## src/verilog/ubk_pkg.sv

```systemverilog
// package: register map, fields and types of the user break unit
package ubk_pkg;

    // ----------
    // register byte addresses
    // ----------
    localparam logic [31:0] OFS_DATA_CMP_B  = 32'h0fffff90;
    localparam logic [31:0] OFS_DATA_MSK_B  = 32'h0fffff94;
    localparam logic [31:0] OFS_BRK_CTL     = 32'h0fffff98;
    localparam logic [31:0] OFS_REP_CNT     = 32'h0fffff9c;
    localparam logic [31:0] OFS_ADR_CMP_A   = 32'h0fffffb0;
    localparam logic [31:0] OFS_ADR_MSK_A   = 32'h0fffffb4;
    localparam logic [31:0] OFS_CYC_QUAL_A  = 32'h0fffffb8;
    localparam logic [31:0] OFS_BR_DST      = 32'h0fffffbc;
    localparam logic [31:0] OFS_SPC_ID_B    = 32'h0fffffe8;
    localparam logic [31:0] OFS_ADR_CMP_B   = 32'hffffffa0;
    localparam logic [31:0] OFS_ADR_MSK_B   = 32'hffffffa4;
    localparam logic [31:0] OFS_CYC_QUAL_B  = 32'hffffffa8;
    localparam logic [31:0] OFS_BR_SRC      = 32'hffffffac;
    localparam logic [31:0] OFS_SPC_ID_A    = 32'hffffffe4;

    // ----------
    // reset values
    // ----------
    localparam logic [31:0] RST_WORD = 32'h00000000;
    localparam logic [15:0] RST_HALF = 16'h0000;

    // ----------
    // break_control fields
    // ----------
    localparam int CTL_SEQ    = 0;
    localparam int CTL_PRE_A  = 1;
    localparam int CTL_PRE_B  = 2;
    localparam int CTL_REP    = 3;
    localparam int CTL_SRC_A  = 4;
    localparam int CTL_SRC_B  = 5;
    localparam int CTL_DSRC_B = 6;
    localparam int CTL_HIT_A  = 8;
    localparam int CTL_HIT_B  = 9;
    localparam logic [31:0] CTL_WR_MASK = 32'h0000037f;

    // ----------
    // cycle qualifier fields and codes
    // ----------
    localparam int Q_MST = 6;
    localparam int Q_ID  = 4;
    localparam int Q_RW  = 2;
    localparam int Q_SZ  = 0;
    localparam logic [15:0] QUAL_WR_MASK = 16'h00ff;
    localparam logic [1:0] MST_DMA  = 2'h2;
    localparam logic [1:0] SZ_ANY   = 2'h0;

    // ----------
    // sizes, counts, trace
    // ----------
    localparam int ADDRESS_SPACE_ID_W        = 8;
    localparam int REP_W         = 12;
    localparam int TRACE_DEPTH   = 8;
    localparam int TRACE_PTR_W   = 3;
    localparam int TRACE_VLD_BIT = 31;

    typedef struct packed {
        logic              valid;
        logic              dma;
        logic              fetch;
        logic              write;
        logic [1:0]        size;
        logic [ADDRESS_SPACE_ID_W-1:0] address_space_id;
    } ubk_cyc_t;

    typedef enum logic {SEQ_IDLE, SEQ_ARMED} ubk_seq_t;

endpackage

```

## src/verilog/ubk_top.sv

```systemverilog
// user break unit: two break channels, repeat count, branch trace
//
// Notes on behaviour
// (RL1) channels A and B each request a break independently on a match.
// (RL2) sequential mode: A match then B match in a later cycle only.
// (RL3) address compare is 32-bit address plus address space id.
// (RL4) each address bit can be masked individually by software.
// (RL5) compared address comes from core or cache address bus.
// (RL6) data compare exists on channel B only, 32 maskable bits.
// (RL7) compared data comes from core or cache data bus.
// (RL8) match may be qualified on core cycle or dma cycle.
// (RL9) match qualified on fetch or data access, and read or write.
// (RL10) match qualified on operand size byte, word or longword.
// (RL11) satisfied conditions raise the break request to the core.
// (RL12) fetch break taken before or after the instruction, by choice.
// (RL13) repeat count reaches at most 4095 occurrences.
// (RL14) eight pairs of branch source and destination buffers.
// (RL15) power-on reset initialises registers; other resets leave them.
// (RL16) trace entries: only the valid bit is cleared by reset.
// (RL17) address mask bit 0 compares the bit, 1 ignores it.
// (RL18) master select 00 off, x1 core cycles, 10 dma cycles.
// (RL19) repeat mode counts channel B matches until the count is met.
`timescale 1ns/10ps

// ----------
// one break channel: address, space id and cycle qualification
// ----------
module ubk_chan
    import ubk_pkg::*;
(
    input  wire ubk_cyc_t          cyc,
    input  wire logic [31:0]       addr_core,
    input  wire logic [31:0]       addr_cache,
    input  wire logic              src_sel,
    input  wire logic [31:0]       cmp_addr,
    input  wire logic [31:0]       cmp_mask,
    input  wire logic [ADDRESS_SPACE_ID_W-1:0] cmp_address_space_id,
    input  wire logic [7:0]        qual,
    output      logic              hit
);
    logic [31:0] addr;
    logic [1:0]  mst;
    logic [1:0]  sz;
    logic        adr_ok;
    logic        mst_ok;
    logic        id_ok;
    logic        rw_ok;
    logic        sz_ok;

    assign addr   = src_sel ? addr_cache : addr_core;        // RL5
    assign adr_ok = (((addr ^ cmp_addr) & ~cmp_mask) == 32'h0) // RL4 RL17
                  && (cyc.address_space_id == cmp_address_space_id);                 // RL3
    assign mst    = qual[Q_MST +: 2];
    assign mst_ok = cyc.dma ? (mst == MST_DMA) : mst[0];     // RL8 RL18
    assign id_ok  = cyc.fetch ? qual[Q_ID] : qual[Q_ID+1];   // RL9
    assign rw_ok  = cyc.write ? qual[Q_RW+1] : qual[Q_RW];   // RL9
    assign sz     = qual[Q_SZ +: 2];
    assign sz_ok  = (sz == SZ_ANY) || (sz == cyc.size);      // RL10
    assign hit    = cyc.valid & adr_ok & mst_ok & id_ok
                  & rw_ok & sz_ok;
endmodule

// ----------
// top: apb register file, break sequencing, branch trace
// ----------
module ubk_top
    import ubk_pkg::*;
(
    input  wire  logic        CLK_SYS,
    input  wire  logic        SYS_RST,
    input  wire  logic        RST_MANUAL,
    input  wire  logic        PSEL,
    input  wire  logic        PENABLE,
    input  wire  logic        PWRITE,
    input  wire  logic [31:0] PADDR,
    input  wire  logic [31:0] PWDATA,
    output       logic [31:0] PRDATA,
    output       logic        PREADY,
    output       logic        PSLVERR,
    input  wire  ubk_cyc_t    BUS_CYC,
    input  wire  logic [31:0] CORE_ADDR,
    input  wire  logic [31:0] CACHE_ADDR,
    input  wire  logic [31:0] CORE_DATA,
    input  wire  logic [31:0] CACHE_DATA,
    input  wire  logic        BR_TAKEN,
    input  wire  logic [31:0] BR_SRC,
    input  wire  logic [31:0] BR_DST,
    output       logic        BREAK_REQ,
    output       logic        BREAK_PRE
);
    // ----------
    // registers
    // ----------
    logic [31:0]       data_cmp_b_ff;
    logic [31:0]       data_msk_b_ff;
    logic [31:0]       brk_ctl_ff;
    logic [15:0]       rep_cnt_ff;
    logic [31:0]       adr_cmp_a_ff;
    logic [31:0]       adr_msk_a_ff;
    logic [15:0]       cyc_qual_a_ff;
    logic [31:0]       adr_cmp_b_ff;
    logic [31:0]       adr_msk_b_ff;
    logic [15:0]       cyc_qual_b_ff;
    logic [15:0]       spc_id_a_ff;
    logic [15:0]       spc_id_b_ff;
    logic [31:0]       prdata_ff;
    logic              pready_ff;
    logic              pslverr_ff;
    logic              brk_req_ff;
    logic              brk_pre_ff;
    ubk_seq_t          seq_ff;
    ubk_seq_t          nxt_seq;
    logic [REP_W-1:0]  occ_ff;
    logic [REP_W-1:0]  nxt_occ;
    logic [30:0]       trc_src_ff [TRACE_DEPTH];
    logic [30:0]       trc_dst_ff [TRACE_DEPTH];
    logic [TRACE_DEPTH-1:0] trc_vld_ff;
    logic [TRACE_PTR_W-1:0] trc_wr_ff;
    logic [TRACE_PTR_W-1:0] trc_rd_ff;

    // ----------
    // apb access decode
    // ----------
    logic        access;
    logic        done;
    logic        wr;
    logic [31:0] rd_val;
    logic        map_ok;
    logic        pop;

    assign access = PSEL & PENABLE;
    assign done   = access & pready_ff;
    assign wr     = done & PWRITE;
    assign pop    = done & ~PWRITE & (PADDR == OFS_BR_DST);

    always_comb begin
        rd_val = 32'h0;
        map_ok = 1'b1;
        case (PADDR)
            OFS_DATA_CMP_B: rd_val = data_cmp_b_ff;
            OFS_DATA_MSK_B: rd_val = data_msk_b_ff;
            OFS_BRK_CTL:    rd_val = brk_ctl_ff;
            OFS_REP_CNT:    rd_val = {16'h0, rep_cnt_ff};
            OFS_ADR_CMP_A:  rd_val = adr_cmp_a_ff;
            OFS_ADR_MSK_A:  rd_val = adr_msk_a_ff;
            OFS_CYC_QUAL_A: rd_val = {16'h0, cyc_qual_a_ff};
            OFS_ADR_CMP_B:  rd_val = adr_cmp_b_ff;
            OFS_ADR_MSK_B:  rd_val = adr_msk_b_ff;
            OFS_CYC_QUAL_B: rd_val = {16'h0, cyc_qual_b_ff};
            OFS_SPC_ID_A:   rd_val = {16'h0, spc_id_a_ff};
            OFS_SPC_ID_B:   rd_val = {16'h0, spc_id_b_ff};
            OFS_BR_SRC:     rd_val = {trc_vld_ff[trc_rd_ff],
                                      trc_src_ff[trc_rd_ff]};
            OFS_BR_DST:     rd_val = {trc_vld_ff[trc_rd_ff],
                                      trc_dst_ff[trc_rd_ff]};
            default:        map_ok = 1'b0;
        endcase
    end

    // one wait state: answer in the second access cycle
    always_ff @(posedge CLK_SYS) begin
        if (SYS_RST) begin
            pready_ff  <= 1'b0;
            pslverr_ff <= 1'b0;
            prdata_ff  <= RST_WORD;
        end else begin
            pready_ff  <= access & ~pready_ff;
            pslverr_ff <= access & ~pready_ff & ~map_ok;
            prdata_ff  <= (access & ~pready_ff & ~PWRITE) ? rd_val
                                                           : RST_WORD;
        end
    end

    // ----------
    // configuration registers, power-on reset only
    // ----------
    // manual reset leaves these alone: software need not reprogram them
    always_ff @(posedge CLK_SYS) begin
        if (SYS_RST) begin                                   // RL15
            data_cmp_b_ff <= RST_WORD;
            data_msk_b_ff <= RST_WORD;
            rep_cnt_ff    <= RST_HALF;
            adr_cmp_a_ff  <= RST_WORD;
            adr_msk_a_ff  <= RST_WORD;
            cyc_qual_a_ff <= RST_HALF;
            adr_cmp_b_ff  <= RST_WORD;
            adr_msk_b_ff  <= RST_WORD;
            cyc_qual_b_ff <= RST_HALF;
            spc_id_a_ff   <= RST_HALF;
            spc_id_b_ff   <= RST_HALF;
        end else if (wr) begin
            case (PADDR)
                OFS_DATA_CMP_B: data_cmp_b_ff <= PWDATA;
                OFS_DATA_MSK_B: data_msk_b_ff <= PWDATA;
                OFS_REP_CNT:    rep_cnt_ff    <= PWDATA[15:0];
                OFS_ADR_CMP_A:  adr_cmp_a_ff  <= PWDATA;
                OFS_ADR_MSK_A:  adr_msk_a_ff  <= PWDATA;
                OFS_CYC_QUAL_A: cyc_qual_a_ff <= PWDATA[15:0]
                                               & QUAL_WR_MASK;
                OFS_ADR_CMP_B:  adr_cmp_b_ff  <= PWDATA;
                OFS_ADR_MSK_B:  adr_msk_b_ff  <= PWDATA;
                OFS_CYC_QUAL_B: cyc_qual_b_ff <= PWDATA[15:0]
                                               & QUAL_WR_MASK;
                OFS_SPC_ID_A:   spc_id_a_ff   <= PWDATA[15:0];
                OFS_SPC_ID_B:   spc_id_b_ff   <= PWDATA[15:0];
                default: ;
            endcase
        end
    end

    // ----------
    // channel compare
    // ----------
    logic        hit_a;
    logic        hit_b;
    logic [31:0] data_b;
    logic        data_ok;
    logic        evt_b;

    ubk_chan u_chan_a (                                      // RL1
        .cyc        (BUS_CYC),
        .addr_core  (CORE_ADDR),
        .addr_cache (CACHE_ADDR),
        .src_sel    (brk_ctl_ff[CTL_SRC_A]),
        .cmp_addr   (adr_cmp_a_ff),
        .cmp_mask   (adr_msk_a_ff),
        .cmp_address_space_id   (spc_id_a_ff[ADDRESS_SPACE_ID_W-1:0]),
        .qual       (cyc_qual_a_ff[7:0]),
        .hit        (hit_a)
    );

    ubk_chan u_chan_b (                                      // RL1
        .cyc        (BUS_CYC),
        .addr_core  (CORE_ADDR),
        .addr_cache (CACHE_ADDR),
        .src_sel    (brk_ctl_ff[CTL_SRC_B]),
        .cmp_addr   (adr_cmp_b_ff),
        .cmp_mask   (adr_msk_b_ff),
        .cmp_address_space_id   (spc_id_b_ff[ADDRESS_SPACE_ID_W-1:0]),
        .qual       (cyc_qual_b_ff[7:0]),
        .hit        (hit_b)
    );

    // fetches carry no operand, so data only qualifies data access
    assign data_b  = brk_ctl_ff[CTL_DSRC_B] ? CACHE_DATA
                                            : CORE_DATA;     // RL7
    assign data_ok = BUS_CYC.fetch
                   | (((data_b ^ data_cmp_b_ff)
                       & ~data_msk_b_ff) == 32'h0);          // RL6
    assign evt_b   = hit_b & data_ok;

    // ----------
    // sequencing and repeat count
    // ----------
    logic seq_mode;
    logic cand_b;
    logic fire_a;
    logic fire_b;
    logic fire;
    logic pre;

    assign seq_mode = brk_ctl_ff[CTL_SEQ];
    // an armed A from an earlier cycle lets a B in this cycle count
    assign cand_b = seq_mode ? (evt_b & (seq_ff == SEQ_ARMED))
                             : evt_b;                        // RL2
    assign fire_a = ~seq_mode & hit_a;                       // RL1

    always_comb begin
        nxt_occ = occ_ff;
        fire_b  = cand_b;
        if (brk_ctl_ff[CTL_REP] && cand_b) begin             // RL19
            // a programmed zero behaves as one
            if ((occ_ff + 12'h001) >= rep_cnt_ff[REP_W-1:0]) begin // RL13
                nxt_occ = 12'h000;
            end else begin
                nxt_occ = occ_ff + 12'h001;
                fire_b  = 1'b0;
            end
        end
    end

    always_comb begin
        nxt_seq = seq_ff;
        case (seq_ff)
            SEQ_IDLE:  if (seq_mode && hit_a) nxt_seq = SEQ_ARMED; // RL2
            SEQ_ARMED: begin
                if (!seq_mode) begin
                    nxt_seq = SEQ_IDLE;
                end else if (hit_a) begin
                    nxt_seq = SEQ_ARMED;
                end else if (cand_b) begin
                    nxt_seq = SEQ_IDLE;
                end
            end
            default:   nxt_seq = SEQ_IDLE;
        endcase
    end

    assign fire = fire_a | fire_b;
    assign pre  = BUS_CYC.fetch
                & (fire_b ? brk_ctl_ff[CTL_PRE_B]
                          : brk_ctl_ff[CTL_PRE_A]);          // RL12

    always_ff @(posedge CLK_SYS) begin
        if (SYS_RST || RST_MANUAL) begin
            seq_ff <= SEQ_IDLE;
            occ_ff <= 12'h000;
        end else begin
            seq_ff <= nxt_seq;
            occ_ff <= nxt_occ;
        end
    end

    always_ff @(posedge CLK_SYS) begin
        if (SYS_RST || RST_MANUAL) begin
            brk_req_ff <= 1'b0;
            brk_pre_ff <= 1'b0;
        end else begin
            brk_req_ff <= fire;                              // RL11
            brk_pre_ff <= fire & pre;                        // RL12
        end
    end

    // match flags: hardware set wins over a software clear
    always_ff @(posedge CLK_SYS) begin
        if (SYS_RST) begin                                   // RL15
            brk_ctl_ff <= RST_WORD;
        end else begin
            if (wr && (PADDR == OFS_BRK_CTL)) begin
                brk_ctl_ff <= PWDATA & CTL_WR_MASK;
            end
            if (hit_a) begin
                brk_ctl_ff[CTL_HIT_A] <= 1'b1;
            end
            if (evt_b) begin
                brk_ctl_ff[CTL_HIT_B] <= 1'b1;
            end
        end
    end

    // ----------
    // branch trace
    // ----------
    // data storage has no reset; bit 31 of each address is dropped
    always_ff @(posedge CLK_SYS) begin
        if (BR_TAKEN) begin                                  // RL14 RL16
            trc_src_ff[trc_wr_ff] <= BR_SRC[30:0];
            trc_dst_ff[trc_wr_ff] <= BR_DST[30:0];
        end
    end

    always_ff @(posedge CLK_SYS) begin
        if (SYS_RST) begin                                   // RL16
            trc_vld_ff <= 8'h00;
            trc_wr_ff  <= 3'h0;
            trc_rd_ff  <= 3'h0;
        end else begin
            if (pop) begin
                trc_vld_ff[trc_rd_ff] <= 1'b0;
                trc_rd_ff <= trc_rd_ff + 3'h1;
            end
            // a new entry wins over a pop of the same slot
            if (BR_TAKEN) begin                              // RL14
                trc_vld_ff[trc_wr_ff] <= 1'b1;
                trc_wr_ff <= trc_wr_ff + 3'h1;
            end
        end
    end

    // ----------
    // outputs
    // ----------
    assign PRDATA    = prdata_ff;
    assign PREADY    = pready_ff;
    assign PSLVERR   = pslverr_ff;
    assign BREAK_REQ = brk_req_ff;
    assign BREAK_PRE = brk_pre_ff;

endmodule

```

## config.mk

```make
export PLATFORM = sky130hd
export DESIGN_NAME = ubk_top
export DESIGN_NICKNAME = d
export VERILOG_FILES = /design/src/verilog/ubk_pkg.sv /design/src/verilog/ubk_top.sv
export SDC_FILE = /design/constraint.sdc
export NUM_CORES = 1
export LEC_CHECK = 0
export BUFFER_PORTS_ARGS = -buffer_cell sky130_fd_sc_hd__buf_2
export CORE_MARGIN = 2
export CORE_UTILIZATION = 45
export DETAILED_ROUTE_END_ITERATION = 8
export SYNTH_ARGS = -nofsm -noshare
export SYNTH_HDL_FRONTEND = slang
export SYNTH_SLANG_ARGS = --single-unit
```

## constraint.sdc

```tcl
create_clock -name CLK_SYS -period 9.9 [get_ports CLK_SYS]
set_input_delay 1.485 -clock CLK_SYS [delete_from_list [all_inputs] [get_ports CLK_SYS]]
set_output_delay 1.485 -clock CLK_SYS [all_outputs]
set_load 0.02 [all_outputs]
```

==> metrics, run 1 <==
max-capacitance violation count=0; number of CTS-inserted buffers=89; later-pin clock latency in the skew report=0.66 ns; final setup violation count=0; weighted congestion at the end of routability-driven global placement=0.987; unrepaired setup endpoints after global routing=no; Crit. End Element=flop; required time of the worst setup path=10.37 ns; netlist area before placement=35,200 µm²; via count of the routed design=25,700; synth unique cells=60; clock transition at the registers of the reported paths=0.06 ns; average vias per placed instance=6.10; number of synthesis warnings=0; worst relative slew slack=0.0747; DRC violations left=0; IO Port Bufs=310; Detailed Routing Iterations Pass 1=7; largest fanout on the critical path=32; post-synthesis average cell area=12.4 µm²; count of final max-slew check failures=0; number of enable-type register cells in the synthesized netlist=496; Max stage delay on crit path=1.21 ns; clock tree skew after final layout=0.0269 ns; CTS tree=built; Hold Worst Slack=0.451 ns; Crit Reg-Reg Endpoint=occ_ff[9]; Max clock buf depth=3; Sequential Area=21,500 µm²; Crit path arrival time=5.43 ns; Finished Core Util=0.527; total die area=80,500 µm²; Leakage=0.0133 µW; ANT nets after route=0; root buf cell=sky130_fd_sc_hd__clkbuf_16; cell depth of the worst flop-to-flop path=10; total of hold buffers inserted after clock tree synthesis=0; CP startpoint=PADDR[12]; crit start category=input pin; slowest library cell on the worst path=sky130_fd_sc_hd__nor4_1; number of buffers and inverters on the critical path=2; worst hold path class=reg -> reg; Most common cell on crit path=sky130_fd_sc_hd__nand2_1; Seq cells post-synth=827; placeable core region=77,500 µm²; sequential fraction of the synthesis area=0.611; setup fix buffers added after clock tree synthesis=0; initial cell density of the core=0.454; vias in the first global route=25,000; final sum of negative setup slack=0 ns; placed cell area=37,800 µm²; layout cells sized above 1=0.214; Design Area, Final=40,800 µm²; PD cells=184 nW/µm²; outcome=finished, final reports clean; number of levels the H-tree was split into=3; largest net degree at the start of global routing=103; total number of nets in the final design=3,387; number of DRC violations after detailed-routing iteration 0=3,457; post-detailed-route wirelength per cell=29.6 µm; # fillers=6,653; I/O pin count=313; number of standard cells after synthesis=2,840; Die X-Extent=284 µm; HPWL reported at the end of detailed placement=83,500 µm; Die Height=284 µm; count of standard-cell rows=102; count of final hold-check violations=0; min cycle time layout=4.96 ns; type of the setup path with the least slack=in -> reg; initial antenna violation count=13; number of gates resized after CTS=0; clock sink total=827; Syn Nets=3,132; share of flip-flops with an asynchronous set or reset=0; transition time at the pin with the least slew margin=1.38 ns; Register-to-Register Setup Slack=4.96 ns; main flop type after synthesis=sky130_fd_sc_hd__edfxtp_1; critical path, cell by cell=buf_2 > nand4_1 > nor4_1 > nand2_1 > nor3_2 > buf_4 > nand2_2 > nand2_1 > a21oi_1; portion of the clock cycle consumed by the worst path in the final layout=0.501; overall routing resource usage=0.304; Overflow after GRT=0; FF-to-FF Start=brk_ctl_ff[5]; Worst path depth=9; global-route wire length before repair=178,000 µm; multi-input gate area in the final layout=12,900 µm²; Area growth syn-to-layout=16.0%; cell family contributing the most delay on the critical path=simple AND/OR/NAND/NOR gates; worst IR drop on VDD=148 µV; upper clock frequency limit=202 MHz; total length of routed wires=125,000 µm; Critical path destination=adr_msk_a_ff[2]
[stage by stage]
step           instances  worst slack (ns)  total power [µW]
2_1_floorplan       2840              5.71              3910
3_3_place_gp        4044              4.52              4100
3_5_place_dp        4044              4.46              4110
4_1_cts             4211              5.12              7540
5_1_grt             4212              4.86              7700
6_report            4213              4.94              7500
[worst min-delay path by stage]
stage	end	startpoint	slack, ns	depth (start not counted)
2_1_floorplan	spc_id_b_ff[11]	spc_id_b_ff[11]	0.43	2
3_3_place_gp	spc_id_b_ff[14]	spc_id_b_ff[14]	0.44	2
3_5_place_dp	spc_id_a_ff[9]	spc_id_a_ff[9]	0.44	2
4_1_cts	spc_id_a_ff[9]	spc_id_a_ff[9]	0.45	2
5_1_grt	spc_id_b_ff[10]	spc_id_b_ff[10]	0.47	2
6_report	spc_id_a_ff[9]	spc_id_a_ff[9]	0.45	2
[power breakdown]
group          internal [µW]  total (µW)  leakage [µW]  switching (µW)
Combinational            101         322       0.00462             220
Sequential              3700        3710       0.00718            11.9
Clock                   2070        3470       0.00150            1400
Total                   5870        7500        0.0133            1630
[metal layers]
metal  share of wire  up-vias  global-route usage
li1                -    11200                   -
met1            0.38    12800               0.399
met2            0.46     1476               0.475
met3           0.096      284              0.0671
met4           0.061       10               0.161
met5         0.00047        -                   0
[cells in the mapped netlist, types with 9 or more instances]
library cell                instances  area (µm²)
sky130_fd_sc_hd__a31oi_1           30         188
sky130_fd_sc_hd__buf_1             18        67.6
sky130_fd_sc_hd__o21ai_0           35         175
sky130_fd_sc_hd__o21ai_1           17        85.1
sky130_fd_sc_hd__nor3_1            17        85.1
sky130_fd_sc_hd__a222oi_1          34         340
sky130_fd_sc_hd__nand4_1           16         100
sky130_fd_sc_hd__a22o_1            10        87.6
sky130_fd_sc_hd__o22ai_1           37         231
sky130_fd_sc_hd__o2111ai_1          9        78.8
sky130_fd_sc_hd__buf_2             13        65.1
sky130_fd_sc_hd__xnor2_1           22         193
sky130_fd_sc_hd__xor2_1            81         709
sky130_fd_sc_hd__a221oi_1          46         403
sky130_fd_sc_hd__mux2i_1          180        1800
sky130_fd_sc_hd__nor2b_1           26         163
sky130_fd_sc_hd__and3_1            14        87.6
sky130_fd_sc_hd__a21oi_1          274        1370
sky130_fd_sc_hd__edfxtp_1         496       14900
sky130_fd_sc_hd__nand2_1          553        2080
sky130_fd_sc_hd__nand3_1           46         230
sky130_fd_sc_hd__nor2_1            70         263
sky130_fd_sc_hd__mux2_2            22         248
sky130_fd_sc_hd__nand2b_1          18         113
sky130_fd_sc_hd__a22oi_1           14         105
sky130_fd_sc_hd__ha_1              15         188
sky130_fd_sc_hd__clkbuf_1         158         593
sky130_fd_sc_hd__mux4_2           126        2840
sky130_fd_sc_hd__dfxtp_1          331        6630
sky130_fd_sc_hd__nor4_1            22         138
sky130_fd_sc_hd__inv_1             27         101
[registers in the layout, summed over array words and instances (netlist names), 32 cells and up, named ones only]
register / flops
adr_cmp_b_ff: 32
data_cmp_b_ff: 32
trc_dst_ff: 248
data_msk_b_ff: 32
PRDATA: 32
adr_msk_b_ff: 32
trc_src_ff: 248
adr_msk_a_ff: 32
adr_cmp_a_ff: 32
[placed cells by master, fill, tap and decap left out, drive strengths merged, types with 46 or more instances in the layout]
| cell type | netlist | routed |
|---|---|---|
| nand2 | 553 | 553 |
| edfxtp | 496 | 496 |
| buf | 32 | 353 |
| dfxtp | 331 | 331 |
| a21oi | 274 | 274 |
| mux2i | 180 | 180 |
| mux4 | 126 | 126 |
| clkbuf | 158 | 114 |
| xor2 | 81 | 81 |
| nor2 | 71 | 71 |
| o21ai | 52 | 52 |
| nand3 | 46 | 46 |
| a221oi | 46 | 46 |
[cell type report]
type / count / area share
tap: 1040 / 0.0319
timing repair buffer: 354 / 0.0463
sequential: 827 / 0.528
clock buffer: 113 / 0.0598
multi-input combinational: 1796 / 0.317
clock inverter: 54 / 0.0149
inverter: 27 / 0.00248
antenna: 2 / 0.000123
[worst register-to-register path, stage by stage, from the launching register on]
cell,delay (ns)
sky130_fd_sc_hd__dfxtp_2,0.82
sky130_fd_sc_hd__buf_4,0.45
sky130_fd_sc_hd__mux2i_1,0.56
sky130_fd_sc_hd__mux2i_1,0.57
sky130_fd_sc_hd__o2111ai_1,0.40
sky130_fd_sc_hd__nor4_1,0.80
sky130_fd_sc_hd__nand3_1,0.25
sky130_fd_sc_hd__nor4_2,0.30
sky130_fd_sc_hd__buf_4,0.27
sky130_fd_sc_hd__and2_1,0.29
sky130_fd_sc_hd__a32o_1,0.16
[kinds of logic after synthesis]
family                     share of synthesized area
AOI/OAI and AO/OA                             0.0926
xor gates and xnor gates                      0.0256
adders and majority gates                    0.00533
buffers and inverters                         0.0237
DFF                                            0.611
muxes                                          0.139
and+or+nand+nor                                0.102
(Power assumes the default switching activity.)
==> run 2: changes to the inputs <==
ABC_AREA = 1   (was unset)
clock period = 5 ns   (was 9.9 ns; I/O delays follow)
==> metrics, run 2 <==
number of DRC violations after detailed-routing iteration 0=3,020 (-13%); worst IR drop on VDD=264 µV (+78%); initial cell density of the core=0.452 (-0.00198); Crit. End Element=flop; post-synthesis adder-cell area fraction=0.00509 (-0.000247); cell total after placement=5,258 (+30%); HPWL reported at the end of detailed placement=83,900 µm (+0.46%); total number of nets in the final design=4,569 (+35%); weighted congestion at the end of routability-driven global placement=0.998 (+1.2%); setup fix buffers added after clock tree synthesis=0 (unchanged); number of enable-type register cells in the synthesized netlist=496 (unchanged); post-synthesis average cell area=9.14 µm² (-26%); number of gates resized after CTS=0 (unchanged); vias in the first global route=27,800 (+11%); area fraction in compound gates after synthesis=0.167 (+0.0741); min cycle time layout=3.49 ns; setup ws final=1.51 ns (-3.43 ns); share of the synthesized netlist area taken by xor and xnor gates=0.00570 (-0.0199); Top Registers=trc_dst_ff (248), trc_src_ff (248); synth unique cells=49 (-18%); portion of the clock cycle consumed by the worst path in the final layout=0.697; multiplexer share of the synthesized area=0.00271 (-0.136); cell family contributing the most delay on the critical path=compound AO/OA/AOI/OAI gates; via count of the routed design=30,500 (+19%); main flop type after synthesis=sky130_fd_sc_hd__edfxtp_1; Area growth syn-to-layout=14.4%; Most common cell on crit path=sky130_fd_sc_hd__nor2_1; count of final hold-check violations=0 (unchanged); sequential fraction of the synthesis area=0.583 (-0.0283); max-capacitance violation count=0 (unchanged); Crit path arrival time=3.99 ns (-1.44 ns); Max clock buf depth=3 (unchanged); worst hold path class=in -> reg; total length of routed wires=124,000 µm (-0.30%); unrepaired setup endpoints after global routing=no; total of hold buffers inserted after clock tree synthesis=0 (unchanged); count of standard-cell rows=105 (+2.9%); initial antenna violation count=18 (+5); Leakage=0.0162 µW (+22%); post-detailed-route wirelength per cell=22.9 µm (-23%); simple-gate portion of the synthesized area=0.173 (+0.0710); clock transition at the registers of the reported paths=0.06 ns (about the same); CTS tree=built; hold wc startpoint=BR_SRC[10]; cell type with the largest total area after synthesis=sky130_fd_sc_hd__edfxtp_1; number of buffers and inverters on the critical path=2 (unchanged); Hold Worst Slack=0.360 ns (-0.0905 ns); largest fanout on the critical path=114 (+260%); Total Power=14,400 µW (+91%); slowest library cell on the worst path=sky130_fd_sc_hd__o21ai_0; Cell Count, Final, Fillers Out=5,422 (+29%); type of the setup path with the least slack=reg -> reg; number of CTS-inserted buffers=87 (-2.2%); clock sink total=827 (unchanged); crit start category=flop; overall routing resource usage=0.288 (-0.0167); PD cells=340 nW/µm² (+85%); Syn Nets=4,330 (+38%); proportion of netlist area held by the largest area contributor=0.404 (-0.0196); dominant combinational cell family by area after synthesis=simple AND/OR/NAND/NOR gates; Max stage delay on crit path=0.79 ns (-0.42 ns); largest net degree at the start of global routing=115 (+12%); top cells by instance count after synthesis=sky130_fd_sc_hd__nand2_1, sky130_fd_sc_hd__edfxtp_1, sky130_fd_sc_hd__a21oi_1, sky130_fd_sc_hd__inv_1, sky130_fd_sc_hd__dfxtp_1; Crit Reg-Reg Endpoint=PRDATA[14]; Seq cells post-synth=827 (unchanged); number of synthesis warnings=0 (unchanged); most frequent cells in the layout=sky130_fd_sc_hd__nand2_1, sky130_fd_sc_hd__edfxtp_1, sky130_fd_sc_hd__a21oi_1; worst relative slew slack=0.181 (+0.106); share of flip-flops with an asynchronous set or reset=0 (unchanged); upper clock frequency limit=287 MHz; number of levels the H-tree was split into=3 (unchanged); Die Height=290 µm (+2.4%); root buf cell=sky130_fd_sc_hd__clkbuf_16; global-route wire length before repair=182,000 µm (+2.7%); later-pin clock latency in the skew report=0.66 ns (about the same); setup slack at placement=1.57 ns (-2.89 ns); total die area=84,300 µm² (+4.8%); IO Port Bufs=310 (unchanged); # fillers=7,526 (+13%); biggest area contributors in the synthesized netlist=sky130_fd_sc_hd__edfxtp_1, sky130_fd_sc_hd__dfxtp_1, sky130_fd_sc_hd__nand2_1, sky130_fd_sc_hd__a21oi_1, sky130_fd_sc_hd__o21ai_0; I/O pin count=313 (unchanged); final setup violation count=0 (unchanged); transition time at the pin with the least slew margin=1.22 ns (-0.159 ns); Register-to-Register Setup Slack=1.51 ns (-3.45 ns); clock tree skew after final layout=0.0262 ns (-0.000685 ns); cell depth of the worst flop-to-flop path=10 (unchanged); netlist area before placement=36,900 µm² (+4.9%); critical path, cell by cell=inv_6 > buf_4 > a21oi_1 > a22oi_1 > o21ai_0 > o21ai_0 > nor2_1 > nand2_1 > nor2_1 > nor2_1; placeable core region=81,600 µm² (+5.3%); average vias per placed instance=5.62 (-7.8%); outcome=finished, final reports clean; final sum of negative setup slack=0 ns (unchanged); ANT nets after route=0 (unchanged); count of final max-slew check failures=0 (unchanged); number of standard cells after synthesis=4,038 (+42%); DRC violations left=0 (unchanged); layout cells sized above 1=0.131 (-0.0827); dominant cell by count in the synthesized netlist=sky130_fd_sc_hd__nand2_1; required time of the worst setup path=5.51 ns (-4.86 ns); Hold Path Depth=1 (-1); most common library cell in the layout ignoring fill and taps=sky130_fd_sc_hd__nand2_1; Die X-Extent=290 µm (+2.4%); destination of the worst hold path=trc_src_ff[7][10]; Overflow after GRT=0 (unchanged); Detailed Routing Iterations Pass 1=6 (-1)
[run 2: cell types whose count changed after synthesis, moves of 27 or more]
cell / previous run / this run
sky130_fd_sc_hd__buf_2: 13 / 58
sky130_fd_sc_hd__xor2_1: 81 / 18
sky130_fd_sc_hd__mux2i_1: 180 / 10
sky130_fd_sc_hd__inv_1: 27 / 338
sky130_fd_sc_hd__nor2_1: 70 / 301
sky130_fd_sc_hd__o21ai_0: 35 / 304
sky130_fd_sc_hd__a222oi_1: 34 / 0
sky130_fd_sc_hd__a32o_1: 6 / 63
sky130_fd_sc_hd__nand2_1: 553 / 975
sky130_fd_sc_hd__a211oi_1: 1 / 83
sky130_fd_sc_hd__a21oi_1: 274 / 405
sky130_fd_sc_hd__mux4_2: 126 / 0
sky130_fd_sc_hd__nand3_1: 46 / 142
sky130_fd_sc_hd__nand4_1: 16 / 43
[run 2: cells by family (layout without fill, tap and decap cells)]
kind of cell	Yosys count	after routing
fa+ha+maj	15	15
other cells	0	6
mux	10	10
compound gates	1038	1038
buf+inv	577	885
simple gates	1547	1547
xor+xnor	24	24
flops	827	827
[run 2: layout make-up]
type / count / area, µm² / area share
diodes: 6 / 15.0 / 0.000356
clock buffers: 111 / 2320 / 0.0549
clock inverters: 47 / 475 / 0.0113
inverters: 351 / 1340 / 0.0316
multi-input cells: 2634 / 13100 / 0.310
flip-flops and latches: 827 / 21500 / 0.510
well taps: 1070 / 1340 / 0.0317
repair buffers: 376 / 2110 / 0.0500
[run 2: metal layers]
layer / global-route usage / vias to the layer above / wire length [µm]
li1: - / 14500 / -
met1: 0.403 / 14400 / 53300
met2: 0.446 / 1315 / 55500
met3: 0.0514 / 232 / 10600
met4: 0.110 / 12 / 4780
met5: 0 / - / 76
[run 2: power breakdown]
group          leakage, µW  switching [µW]  internal, µW
combinational      0.00762             435           187
sequential         0.00717            19.6          7310
clock              0.00136            2790          3610
[run 2: worst reg2reg max path: cells and delay by family (launching register included)]
kind	cells	cell delay, ns
compound gates	4	1.31
buf+inv	2	0.93
simple gates	4	0.46
flops	1	0.64
[run 2: how the worst max path moves through the flow]
stage / startpoint / to / slack (ns) / cells past startpoint
2_1_floorplan: BR_TAKEN / trc_dst_ff[0][0] / 0.77 / 3
4_1_cts: flop / PRDATA[19] / 1.55 / 10
5_1_grt: flop / PRDATA[14] / 1.33 / 10
6_report: flop / PRDATA[14] / 1.51 / 10
3_5_place_dp: flop / PRDATA[28] / 1.57 / 9
3_3_place_gp: flop / PRDATA[19] / 1.57 / 10
[run 2: per-stage QoR]
stage | cell area [µm²] | utilization
after floorplan | 36900 | -
after global placement | 39400 | 0.483
after detailed placement | 39400 | 0.483
after CTS | 42200 | 0.517
after global routing | 42200 | 0.518
final | 42200 | 0.518
